**config.mk**
```make
export PLATFORM = sky130hd
export DESIGN_NAME = link_local_ctrl
export DESIGN_NICKNAME = d
export VERILOG_FILES = /design/src/link_ctrl_pkg.sv /design/src/pin_sync.sv /design/src/link_watchdog.sv /design/src/link_local_ctrl.sv
export SDC_FILE = /design/constraint.sdc
export NUM_CORES = 1
export LEC_CHECK = 0
export ABC_CLOCK_PERIOD_IN_PS = 1850
export BUFFER_PORTS_ARGS = -buffer_cell sky130_fd_sc_hd__buf_2
export CORE_MARGIN = 2
export CORE_UTILIZATION = 42
export CTS_BUF_LIST = sky130_fd_sc_hd__clkbuf_16
export CTS_CLUSTER_SIZE = 12
export DETAILED_ROUTE_END_ITERATION = 10
export MAX_ROUTING_LAYER = met4
export PLACE_DENSITY = 0.76
export SYNTH_ARGS = -nofsm -noshare
export SYNTH_HDL_FRONTEND = slang
export SYNTH_SLANG_ARGS = --single-unit
```
**constraint.sdc**
```tcl
create_clock -name clk_i -period 1.85 [get_ports clk_i]
set_input_delay 0.0925 -clock clk_i [delete_from_list [all_inputs] [get_ports clk_i]]
set_output_delay 0.0925 -clock clk_i [all_outputs]
set_load 0.02 [all_outputs]
```
**src/link_ctrl_pkg.sv**
```systemverilog
// constants for the camera link local control and status register bank
//
// What this block does
// Bits 15-14 select the link timeout: 00 gives 1023 link clocks (reset), 01 gives 64, 10 gives 128, 11 gives 64.
// Bits 13-12 always read zero and writes to them do nothing.
// Bits 6 and 4 always read zero and writes to them do nothing.
// Bits 11-8 show a fixed four-bit revision code and ignore writes.
// Bit 7 shows the cable detect pin, 0 when a cable is present, and ignores writes.
// Bit 5 shows the remote power sense pin, 1 when the remote is powered, and ignores writes.
// Bit 3 gates the interface clock with inverted sense: 0 runs it (reset), 1 stops it.
// Bit 2 switches the cable clock: 0 off (reset), 1 on.
// Bit 1 switches power to the remote: 0 off (reset), 1 on.
// Bit 0 set disables the link watchdog; at 0 (reset) the watchdog enforces the timeout.
// The upper reserved control register is not built: writes do nothing, reads give zero.
// With the watchdog on, a link cycle that outlasts the selected timeout raises the timeout flag.
// The host uses only 16-bit word accesses on the link registers, never byte accesses.
// Timeout option and the four control bits keep and read back their last written value.

package link_ctrl_pkg;

  // register indices as printed; byte address is four times the index
  localparam logic [15:0] LOCAL_CTRL_IDX     = 16'h1000;
  localparam logic [15:0] LOCAL_UPPER_IDX    = 16'h1002;
  localparam logic [15:0] EVT_STATUS_IDX     = 16'h1010;
  localparam logic [15:0] EVT_CLEAR_IDX      = 16'h1011;
  localparam logic [15:0] EVT_ENABLE_IDX     = 16'h1012;
  localparam logic [15:0] LINK_STATE_IDX     = 16'h1013;
  localparam int          ADR_W              = 16;
  localparam int          DAT_W              = 32;
  localparam int          IDX_W              = ADR_W - 2;

  // local control word field positions
  localparam int TO_HI      = 15;
  localparam int TO_LO      = 14;
  localparam int REV_HI     = 11;
  localparam int REV_LO     = 8;
  localparam int CABLE_BIT  = 7;
  localparam int REMOTE_BIT = 5;
  localparam int IFCLK_BIT  = 3;
  localparam int CCLK_BIT   = 2;
  localparam int POWER_BIT  = 1;
  localparam int WDOG_BIT   = 0;

  // reset values
  localparam logic [1:0] TO_RST    = 2'h0;
  localparam logic [3:0] CTRL_RST  = 4'h0;
  localparam logic [2:0] EVT_RST   = 3'h0;

  // timeout lengths in link clock cycles
  localparam int         CNT_W     = 10;
  localparam logic [CNT_W-1:0] TO_LEN_00 = 10'd1023;
  localparam logic [CNT_W-1:0] TO_LEN_01 = 10'd64;
  localparam logic [CNT_W-1:0] TO_LEN_10 = 10'd128;
  localparam logic [CNT_W-1:0] TO_LEN_11 = 10'd64;

  // event bits, shared by status, clear and enable
  localparam int EVT_TIMEOUT = 0;
  localparam int EVT_CABLE   = 1;
  localparam int EVT_REMOTE  = 2;
  localparam int EVT_W       = 3;

  // link state register bits
  localparam int ST_BUSY     = 0;
  localparam int ST_EXPIRED  = 1;

  // synchroniser stages
  localparam int SYNC_STAGES = 2;

endpackage : link_ctrl_pkg

```
**src/pin_sync.sv**
```systemverilog
// two-flop synchroniser for a group of asynchronous pins
`timescale 1ns/100ps

module pin_sync #(
  parameter int W = 1
) (
  // clock and control
  input  wire logic         clk_i,
  input  wire logic         rst_i,
  input  wire logic         ce_i,
  // pins
  input  wire logic [W-1:0] async_i,
  output logic      [W-1:0] sync_o
);

  logic [W-1:0] meta_r;
  logic [W-1:0] sync_r;

  // first stage is read by the second stage only
  always_ff @(posedge clk_i) begin
    if (rst_i) begin
      meta_r <= '0;
      sync_r <= '0;
    end else if (ce_i) begin
      meta_r <= async_i;
      sync_r <= meta_r;
    end
  end

  assign sync_o = sync_r;

endmodule : pin_sync

```
**src/link_watchdog.sv**
```systemverilog
// link cycle watchdog counting link clock edges
`timescale 1ns/100ps

module link_watchdog #(
  parameter int CW = 10
) (
  // clock and control
  input  wire logic          clk_i,
  input  wire logic          rst_i,
  input  wire logic          ce_i,
  // link side
  input  wire logic          tick_i,
  input  wire logic          active_i,
  input  wire logic          enable_i,
  input  wire logic [CW-1:0] limit_i,
  // result
  output logic               expire_o,
  output logic               expired_o
);

  logic [CW-1:0] count_r;
  logic          expired_r;
  wire           at_limit = (count_r == limit_i);
  wire           fire     = active_i && enable_i && tick_i && at_limit && !expired_r;

  // counter restarts with every new cycle; fires once per cycle
  always_ff @(posedge clk_i) begin
    if (rst_i) begin
      count_r   <= '0;
      expired_r <= 1'b0;
    end else if (ce_i) begin
      if (!active_i) begin
        count_r   <= '0;
        expired_r <= 1'b0;
      end else if (tick_i && !at_limit) begin
        count_r   <= count_r + 1'b1;
      end
      if (fire) begin
        expired_r <= 1'b1;
      end
    end
  end

  assign expire_o  = fire;
  assign expired_o = expired_r;

endmodule : link_watchdog

```
**src/link_local_ctrl.sv**
```systemverilog
// camera link local control and status register bank on a wishbone slave
`timescale 1ns/100ps

module link_local_ctrl
  import link_ctrl_pkg::*;
#(
  // arbitrary revision code
  parameter logic [3:0] REVISION = 4'h1
) (
  // clock, reset, enable
  input  wire logic             clk_i,
  input  wire logic             rst_i,
  input  wire logic             ce_i,
  // wishbone slave
  input  wire logic             cyc_i,
  input  wire logic             stb_i,
  input  wire logic             we_i,
  input  wire logic [ADR_W-1:0] adr_i,
  input  wire logic [3:0]       sel_i,
  input  wire logic [DAT_W-1:0] dat_i,
  output logic      [DAT_W-1:0] dat_o,
  output logic                  ack_o,
  // pins from the cable
  input  wire logic             link_clk_i,
  input  wire logic             cable_detect_pin_i,
  input  wire logic             remote_power_sense_pin_i,
  // link engine, same clock
  input  wire logic             link_cycle_active_i,
  // control outputs
  output logic                  interface_clk_en_o,
  output logic                  cable_clock_on_o,
  output logic                  remote_power_on_o,
  output logic                  watchdog_disable_o,
  output logic      [CNT_W-1:0] timeout_len_o,
  output logic                  timeout_o,
  // interrupt
  output logic                  irq_o
);

  // ------------------------------------------------------------------
  // pin synchronisers
  // ------------------------------------------------------------------
  logic [2:0] pins_sync;
  wire        link_clk_s;
  wire        cable_detect_s;
  wire        remote_power_s;

  pin_sync #(
    .W (3)
  ) u_pin_sync (
    .clk_i   (clk_i),
    .rst_i   (rst_i),
    .ce_i    (ce_i),
    .async_i ({link_clk_i, cable_detect_pin_i, remote_power_sense_pin_i}),
    .sync_o  (pins_sync)
  );

  assign link_clk_s     = pins_sync[2];
  assign cable_detect_s = pins_sync[1];
  assign remote_power_s = pins_sync[0];

  // ------------------------------------------------------------------
  // edge finding on synchronised levels
  // ------------------------------------------------------------------
  logic link_clk_d_r;
  logic cable_detect_d_r;
  logic remote_power_d_r;
  logic [2:0] edges_valid_r;

  // valid only once the synchroniser and the delay flop both hold real pin levels
  always_ff @(posedge clk_i) begin
    if (rst_i) begin
      link_clk_d_r     <= 1'b0;
      cable_detect_d_r <= 1'b0;
      remote_power_d_r <= 1'b0;
      edges_valid_r    <= 3'h0;
    end else if (ce_i) begin
      link_clk_d_r     <= link_clk_s;
      cable_detect_d_r <= cable_detect_s;
      remote_power_d_r <= remote_power_s;
      edges_valid_r    <= {edges_valid_r[1:0], 1'b1};
    end
  end

  // first sample after reset is not a change, so no false event
  wire link_tick      = link_clk_s && !link_clk_d_r;
  wire cable_changed  = edges_valid_r[2] && (cable_detect_s != cable_detect_d_r);
  wire remote_changed = edges_valid_r[2] && (remote_power_s != remote_power_d_r);

  // ------------------------------------------------------------------
  // bus decode
  // ------------------------------------------------------------------
  wire [IDX_W-1:0] idx       = adr_i[ADR_W-1:2];
  wire             req       = cyc_i && stb_i;
  logic            ack_r;
  wire             wr_commit = req && we_i && ack_r;

  wire hit_ctrl   = (idx == LOCAL_CTRL_IDX[IDX_W-1:0]);
  wire hit_upper  = (idx == LOCAL_UPPER_IDX[IDX_W-1:0]);
  wire hit_status = (idx == EVT_STATUS_IDX[IDX_W-1:0]);
  wire hit_clear  = (idx == EVT_CLEAR_IDX[IDX_W-1:0]);
  wire hit_enable = (idx == EVT_ENABLE_IDX[IDX_W-1:0]);
  wire hit_state  = (idx == LINK_STATE_IDX[IDX_W-1:0]);

  // lane strobes: the host writes whole 16-bit words, but a stray
  // single byte still only touches its own lane
  // lane by lane
  wire lane_lo = sel_i[0];
  wire lane_hi = sel_i[1];

  wire wr_ctrl_lo = wr_commit && hit_ctrl && lane_lo;
  wire wr_ctrl_hi = wr_commit && hit_ctrl && lane_hi;
  wire wr_clear   = wr_commit && hit_clear && lane_lo;
  wire wr_enable  = wr_commit && hit_enable && lane_lo;

  // ------------------------------------------------------------------
  // stored control fields
  // ------------------------------------------------------------------
  logic [1:0] timeout_sel_r;
  logic [1:0] timeout_sel_nxt;
  logic [3:0] ctrl_r;
  logic [3:0] ctrl_nxt;

  // keep written fields
  assign timeout_sel_nxt = wr_ctrl_hi ? dat_i[TO_HI:TO_LO] : timeout_sel_r;
  assign ctrl_nxt        = wr_ctrl_lo ? dat_i[IFCLK_BIT:WDOG_BIT] : ctrl_r;

  // reset option 00
  always_ff @(posedge clk_i) begin
    if (rst_i) begin
      timeout_sel_r <= TO_RST;
      ctrl_r        <= CTRL_RST;
    end else if (ce_i) begin
      timeout_sel_r <= timeout_sel_nxt;
      ctrl_r        <= ctrl_nxt;
    end
  end

  // ------------------------------------------------------------------
  // control outputs
  // ------------------------------------------------------------------
  // inverted clock gate
  assign interface_clk_en_o = !ctrl_r[IFCLK_BIT];
  // cable clock switch
  assign cable_clock_on_o   = ctrl_r[CCLK_BIT];
  // remote power switch
  assign remote_power_on_o  = ctrl_r[POWER_BIT];
  // watchdog disable bit
  assign watchdog_disable_o = ctrl_r[WDOG_BIT];

  // option to length
  logic [CNT_W-1:0] timeout_len;
  always_comb begin
    unique case (timeout_sel_r)
      2'h0:    timeout_len = TO_LEN_00;
      2'h1:    timeout_len = TO_LEN_01;
      2'h2:    timeout_len = TO_LEN_10;
      2'h3:    timeout_len = TO_LEN_11;
    endcase
  end

  assign timeout_len_o = timeout_len;

  // ------------------------------------------------------------------
  // link watchdog
  // ------------------------------------------------------------------
  wire wdog_enable = !ctrl_r[WDOG_BIT];
  wire wdog_expire;
  wire wdog_expired;

  // flag overlong cycles
  link_watchdog #(
    .CW (CNT_W)
  ) u_link_watchdog (
    .clk_i     (clk_i),
    .rst_i     (rst_i),
    .ce_i      (ce_i),
    .tick_i    (link_tick),
    .active_i  (link_cycle_active_i),
    .enable_i  (wdog_enable),
    .limit_i   (timeout_len),
    .expire_o  (wdog_expire),
    .expired_o (wdog_expired)
  );

  // pulse registered so timeout_o is driven from a clean flop output
  logic timeout_r;
  always_ff @(posedge clk_i) begin
    if (rst_i) begin
      timeout_r <= 1'b0;
    end else if (ce_i) begin
      timeout_r <= wdog_expire;
    end
  end

  assign timeout_o = timeout_r;

  // ------------------------------------------------------------------
  // events and interrupt
  // ------------------------------------------------------------------
  logic [EVT_W-1:0] evt_status_r;
  logic [EVT_W-1:0] evt_status_nxt;
  logic [EVT_W-1:0] evt_enable_r;
  logic [EVT_W-1:0] evt_enable_nxt;
  logic [EVT_W-1:0] evt_set;
  logic [EVT_W-1:0] evt_clr;

  always_comb begin
    evt_set              = '0;
    evt_set[EVT_TIMEOUT] = wdog_expire;
    evt_set[EVT_CABLE]   = cable_changed;
    evt_set[EVT_REMOTE]  = remote_changed;
  end

  assign evt_clr        = wr_clear ? dat_i[EVT_W-1:0] : '0;
  // set wins over a clear in the same cycle
  assign evt_status_nxt = (evt_status_r & ~evt_clr) | evt_set;
  assign evt_enable_nxt = wr_enable ? dat_i[EVT_W-1:0] : evt_enable_r;

  always_ff @(posedge clk_i) begin
    if (rst_i) begin
      evt_status_r <= EVT_RST;
      evt_enable_r <= EVT_RST;
    end else if (ce_i) begin
      evt_status_r <= evt_status_nxt;
      evt_enable_r <= evt_enable_nxt;
    end
  end

  assign irq_o = |(evt_status_r & evt_enable_r);

  // ------------------------------------------------------------------
  // read data
  // ------------------------------------------------------------------
  logic [15:0] local_word;
  always_comb begin
    local_word                   = 16'h0000;
    // option reads back
    local_word[TO_HI:TO_LO]      = timeout_sel_r;
    // fixed revision
    local_word[REV_HI:REV_LO]    = REVISION;
    // cable detect level
    local_word[CABLE_BIT]        = cable_detect_s;
    // remote power level
    local_word[REMOTE_BIT]       = remote_power_s;
    local_word[IFCLK_BIT:WDOG_BIT] = ctrl_r;
    // bits 13-12 left zero
    // bits 6 and 4 left zero
  end

  wire [DAT_W-1:0] rd_ctrl   = {16'h0000, local_word};
  // upper register reads zero
  wire [DAT_W-1:0] rd_upper  = 32'h0000_0000;
  wire [DAT_W-1:0] rd_status = {{(DAT_W-EVT_W){1'b0}}, evt_status_r};
  wire [DAT_W-1:0] rd_enable = {{(DAT_W-EVT_W){1'b0}}, evt_enable_r};
  wire [DAT_W-1:0] rd_state  = {30'h0000_0000, wdog_expired, link_cycle_active_i};

  // clear register is write-only; unmapped reads give zero
  wire [DAT_W-1:0] rd_mux =
    hit_ctrl   ? rd_ctrl   :
    hit_upper  ? rd_upper  :
    hit_status ? rd_status :
    hit_enable ? rd_enable :
    hit_state  ? rd_state  : 32'h0000_0000;

  // ------------------------------------------------------------------
  // handshake: ack one cycle after the request, dropped the next
  // ------------------------------------------------------------------
  logic [DAT_W-1:0] dat_r;
  wire              ack_nxt = req && !ack_r;

  always_ff @(posedge clk_i) begin
    if (rst_i) begin
      ack_r <= 1'b0;
      dat_r <= '0;
    end else if (ce_i) begin
      ack_r <= ack_nxt;
      if (ack_nxt && !we_i) begin
        dat_r <= rd_mux;
      end
    end
  end

  // ack also needs the request still present, so an abort drops it
  assign ack_o = ack_r && req;
  assign dat_o = dat_r;

endmodule : link_local_ctrl

```
# Word-level counts from Yosys, hierarchy flattened
# Cells that the tools add are included.
classes:
  muxes: 11
  eq_ne: 14
  n_bitwise: 4
  mul: 0
  n_lt_le_gt_ge: 0
  n_shift: 0
  add_sub_neg: 1
  div: 0
  n_reduce_logical: 37
op_table:
  columns: ["operator", "n"]
  rows:
  - ["$eq A14 B13 Y1 const B", 6]
  - ["$pmux W10 S3", 1]
  - ["$logic_and A1 B1 Y1", 21]
  - ["$mux W10", 2]
  - ["$mux W16", 1]
  - ["$mux W3", 4]
  - ["$reduce_and A2 Y1", 6]
  - ["$add A10 B1 Y10 const B", 1]
  - ["$eq A10 B10 Y1", 1]
  - ["$logic_not A1 Y1", 7]
  - ["$and A3 B3 Y3", 2]
  - ["$eq A2 B2 Y1 const B", 2]
  - ["$ne A2 B1 Y1 const B", 2]
  - ["$not A3 Y3", 1]
  - ["$or A3 B3 Y3", 1]
  - ["$reduce_or A3 Y1", 1]
  - ["$eq A2 B1 Y1 const B", 1]
  - ["$logic_not A2 Y1", 1]
  - ["$mux W1", 2]
  - ["$mux W2", 1]
  - ["$ne A1 B1 Y1", 2]
  - ["$reduce_or A2 Y1", 1]
totals:
  latch_bits: 0
  inputBits: 62
  mem_bits_rw: 0
  ff_bits: 69
  out_inout_bits: 49
  memories: 0
  mem_bits_ro: 0
  elab_cells: 82

# Logic depth before layout (Yosys ltp)
logic_depth:
  word_depth: 9
  ltp_mapped: 7
  ltp_nobuf: 5

# Hierarchy
# A second synthesis with hierarchy kept.
unflattened:
  cells_unflattened: 309
  area_unflattened_um2: 2641.3
modules_own_cells:
  columns: ["module", "area_per_inst_um2", "cells_per_inst", "n_inst"]
  rows:
  - ["link_local_ctrl", 1669.1, 201, 1]
  - ["link_watchdog", 758.2, 89, 1]
  - ["pin_sync", 214.0, 19, 1]

# Worst setup path before layout
# OpenSTA, ideal clock, no wires.
synth_timing:
  path_kind: "flip-flop to flip-flop"
  start: "register u_link_watchdog.count_r[1]"
  end: "register u_link_watchdog.count_r[0]"
  t_arrival_ps: 1943
  setup_time_ps: 70
  path_stages_with_launch: 8
  path_buffers: 2
  synth_period_minus_slack_ps: 2014
  path_slack_ps: -164
  cell_sequence: "dfxtp_1 > or4_1 > o41a_1 > a32oi_1 > clkbuf_1 > buf_2 > nand3_1 > a21oi_1"
synth_between:
  elab_chain_cells: 5
synth_rtl:
  columns: ["element", "line", "source"]
  rows:
  - ["start, declared", "link_watchdog.sv:21", "logic [CW-1:0] count_r;"]
  - ["start signal, assigned", "link_watchdog.sv:36", "count_r <= count_r + 1'b1;"]
  - ["$eq A10 B10 Y1", "link_watchdog.sv:23", "wire at_limit = (count_r == limit_i);"]
  - ["$logic_not A1 Y1", "link_watchdog.sv:35", "end else if (tick_i && !at_limit) begin"]
  - ["$logic_and A1 B1 Y1", "link_watchdog.sv:35", null]
  - ["$ne A2 B1 Y1 (no source line)", null, null]
  - ["$reduce_and A2 Y1 (no source line)", null, null]
# Every way passes these cells.
# A chain may end at the register's enable or synchronous reset.

# Worst setup path in the final report
layout_timing:
  start: "register u_link_watchdog.count_r[9]"
  end: "register u_link_watchdog.count_r[1]"
# The elaborated chain is that of the path after synthesis.

==> impl_metrics.yaml <==
logic_synthesis:
  synth_cells: 277
  synth.top_cells.by_count: "dfxtp_1, nor2_1, buf_4, mux2i_1, nand2_1"
  syn_area_sq_um: 2360
  dominantRegCellSynth: "dfxtp_1"
  post-synth-top-area-cell: "dfxtp_1"
  ys_seq_area_frac: 0.390
  synth.distinct_cells: 46
  synth_top_area_share: 0.390
  synth_seq_cells: 46
  yosysMostFrequentCell: "dfxtp_1"
  synthArstFlopShare: 0
  synth.avg_cell_area_sq_um: 8.53
  yosysWarningCount: 0
  synth_area_leaders: "dfxtp_1, buf_4, mux2i_1, nor2_1, a21oi_1"
  synth_edf_count: 0
place:
  port_buffers: 57
  globalplace.congestion: 0.877
  dpl_cell_area_sq_um: 2740
  dp_slack_ns: -0.272
  post-dp-hpwl_mm: 3.98
  placed_cells: 410
cells_and_area:
  drive_gt1_frac: 0.318
  final-instance-count-excl-fill: 418
  syn_to_final_growth_pct: 23.4
  nFillCells: 509
  final_area_sq_um: 2920
  nets: 409
  utilization: 0.533
  antennaDiodeCount: 0
global_routing:
  antenna_found_initial: 0
  grt_first_pass_wirelength_mm: 8.71
  grt_pass1_vias: 1941
  grt_start_max_net_pins: 30
  grtUsageTotal: 0.181
  grt_overflow: 0
min_path:
  hold_depth: 3
  worstHoldStart: "dat_i[3]"
  hp-class: "in2reg"
  min_delay_worst_endpoint: "ctrl_r[3]$_SDFFE_PP0P_"
pwr:
  p_per_area_nw_per_um2: 696
  p_clk_frac: 0.412
  cell_internal_pwr_mw: 1.55
  pwr-share-seq: 0.498
  switchingPower_mw: 0.475
  pwr-share-comb: 0.090
  swShare: 0.234
  ir_drop_uv: 732
  p_leak_nw: 1.25
die:
  initial_core_util: 0.432
  die_w_um: 79.0
  rows: 27
  core_area_sq_um: 5470
  pin_count: 111
  dieHeight_um: 79.0
  dieArea_sq_um: 6240
worst_setup_path:
  cp_slowest_stage_delay_ns: 0.54
  worstPathArrival_ns: 2.11
  r2r_end: "u_link_watchdog.count_r[1]$_SDFFE_PP0P_"
  worst_r2r_startpoint: "u_link_watchdog.count_r[9]$_SDFFE_PP0P_"
  crit_chain: "or4_4 -> o41a_1 -> a32oi_2 -> buf_4 -> nand3_1 -> a21oi_1"
  regToRegSetupSlack_ns: -0.04
  crit_path_top_delay_cell: "or4_4"
  reg2regPathDepth: 6
  start_kind: "flip-flop"
  critPathKind: "reg2reg"
  worst_ep_required_time_ns: 2.07
  crit_path_end_kind: "flip-flop"
  crit_fanout: 8
route:
  dr.pass1.iters: 4
  routed_wl_mm: 5.30
  post-route-drc-count: 0
  postRouteAntennaNets: 0
  num_vias: 2152
  drt-initial-drc-count: 108
  wl_per_cell_um: 12.7
  viasPerCell: 5.15
timing:
  drv_slew: 0
  rsz0062_at_grt: "yes"
  period_needed_ns: 1.89
  setup_tns_ns: -0.272
  hold_viol: 0
  timing.final.ws_setup_ns: -0.0443
  finalSetupViolations: 12
  fmax_ghz: 0.528
  finalCritPeriodShare: 1.02
  fin_skew_ns: 0.00173
run_status:
  status: "complete, but fails checks"
  violations: "negative setup slack"
cts:
  numCtsBuffers: 5
  tritoncts: "built"
  postCtsSetupBuffers: 0
  root_buffer: "clkbuf_16"
  cts_sinks: 46
  cts_buffer_depth: 2
  clkTransAtPathRegs_ns: 0.06
  htree_levels: 2
  clk_latency_ns: 0.28
job:
  cap_viol_max_count: 0
-- how the worst max path moves through the flow --
stage	start	to	depth (start not counted)
6_report	u_link_watchdog.count_r[9]$_SDFFE_PP0P_	u_link_watchdog.count_r[1]$_SDFFE_PP0P_	6
5_1_grt	u_link_watchdog.count_r[9]$_SDFFE_PP0P_	u_link_watchdog.count_r[1]$_SDFFE_PP0P_	6
4_1_cts	u_link_watchdog.count_r[9]$_SDFFE_PP0P_	u_link_watchdog.count_r[8]$_SDFFE_PP0P_	6
3_5_place_dp	adr_i[7]	dat_o[0]$_SDFFE_PP0P_	6
3_3_place_gp	adr_i[7]	dat_o[0]$_SDFFE_PP0P_	6
2_1_floorplan	adr_i[7]	dat_o[0]$_SDFFE_PP0P_	5
-- state kept, by name (all words and copies together) (netlist names) --
register / count
u_link_watchdog.count_r: 10
dat_o: 9
ctrl_r: 4
edges_valid_r: 3
evt_enable_r: 3
evt_status_r: 3
u_pin_sync.meta_r: 3
u_pin_sync.sync_o: 3
timeout_sel_r: 2
ack_r: 1
cable_detect_d_r: 1
link_clk_d_r: 1
remote_power_d_r: 1
timeout_o: 1
u_link_watchdog.expired_o: 1
-- repair_timing --
action / CTS / global route
setup endpoints to repair: 11 / 16
gates cloned: 1 / 0
pin swaps: 8 / 5
resized for setup: 5 / 8
endpoints found under the hold margin: 0 / 0
hold buffers: 0 / 0
-- metrics by stage --
stage / power, mW / hold slack [ns]
final: 2.03 / 0.0419
after global routing: 2.11 / 0.0534
after CTS: 2.04 / 0.0399
after detailed placement: 1.21 / 0.337
after global placement: 1.21 / 0.328
after floorplan: 1.18 / 0.236
-- area by class of cell --
cell class / count / area [sq um] / area share
Clock buffer: 5 / 125 / 0.0429
Sequential cell: 46 / 925 / 0.317
Clock inverter: 2 / 10.0 / 0.00343
Multi-Input combinational cell: 204 / 1260 / 0.434
Inverter: 8 / 30.0 / 0.0103
Tap cell: 72 / 90.1 / 0.0309
Timing Repair Buffer: 81 / 472 / 0.162
-- layout by cell type, fill, tap and decap left out, types with 3 or more instances in the layout --
cell,count
dfxtp_1,43
nand3_1,12
o31ai_1,4
o21ai_1,6
clkbuf_16,5
conb_1,23
or4_4,5
buf_2,56
a21oi_1,17
or4_1,6
buf_4,24
inv_1,8
nand2_1,22
dfxtp_2,3
and3_1,3
nor2_1,30
mux2i_1,22
or3_1,9
nand4_1,4
-- critical path: cells and delay by family (launching register included) --
kind / cells / cell delay, ns
compound gates: 3 / 0.68
flops: 1 / 0.32
simple gates: 2 / 0.64
buf+inv: 1 / 0.19
-- kinds of logic (layout without fill, tap and decap cells) --
kind of cell,after synthesis,in the layout,share of synthesized area
muxes,22,22,0.0932
DFF,46,46,0.390
buffers and inverters,49,96,0.127
other,1,23,0.00159
and+or+nand+nor,112,112,0.258
AOI/OAI and AO/OA,44,44,0.118
xor gates and xnor gates,2,2,0.00741
adders and majority gates,1,1,0.00529
-- power by group through the flow --
stage	combinational (mW)	sequential, mW	clock (mW)
2_1_floorplan	0.152	1.03	0
3_3_place_gp	0.175	1.03	0
3_5_place_dp	0.177	1.03	0
4_1_cts	0.180	1.01	0.853
5_1_grt	0.202	1.01	0.896
6_report	0.183	1.01	0.836
-- layer usage --
layer / up-vias / share of wire / track usage
li1: 1072 / - / -
met1: 985 / 0.45 / 0.220
met2: 85 / 0.47 / 0.294
met3: 10 / 0.064 / 0.0477
met4: 0 / 0.015 / 0.0569
met5: - / 0 / -
(Power assumes the default switching activity.)
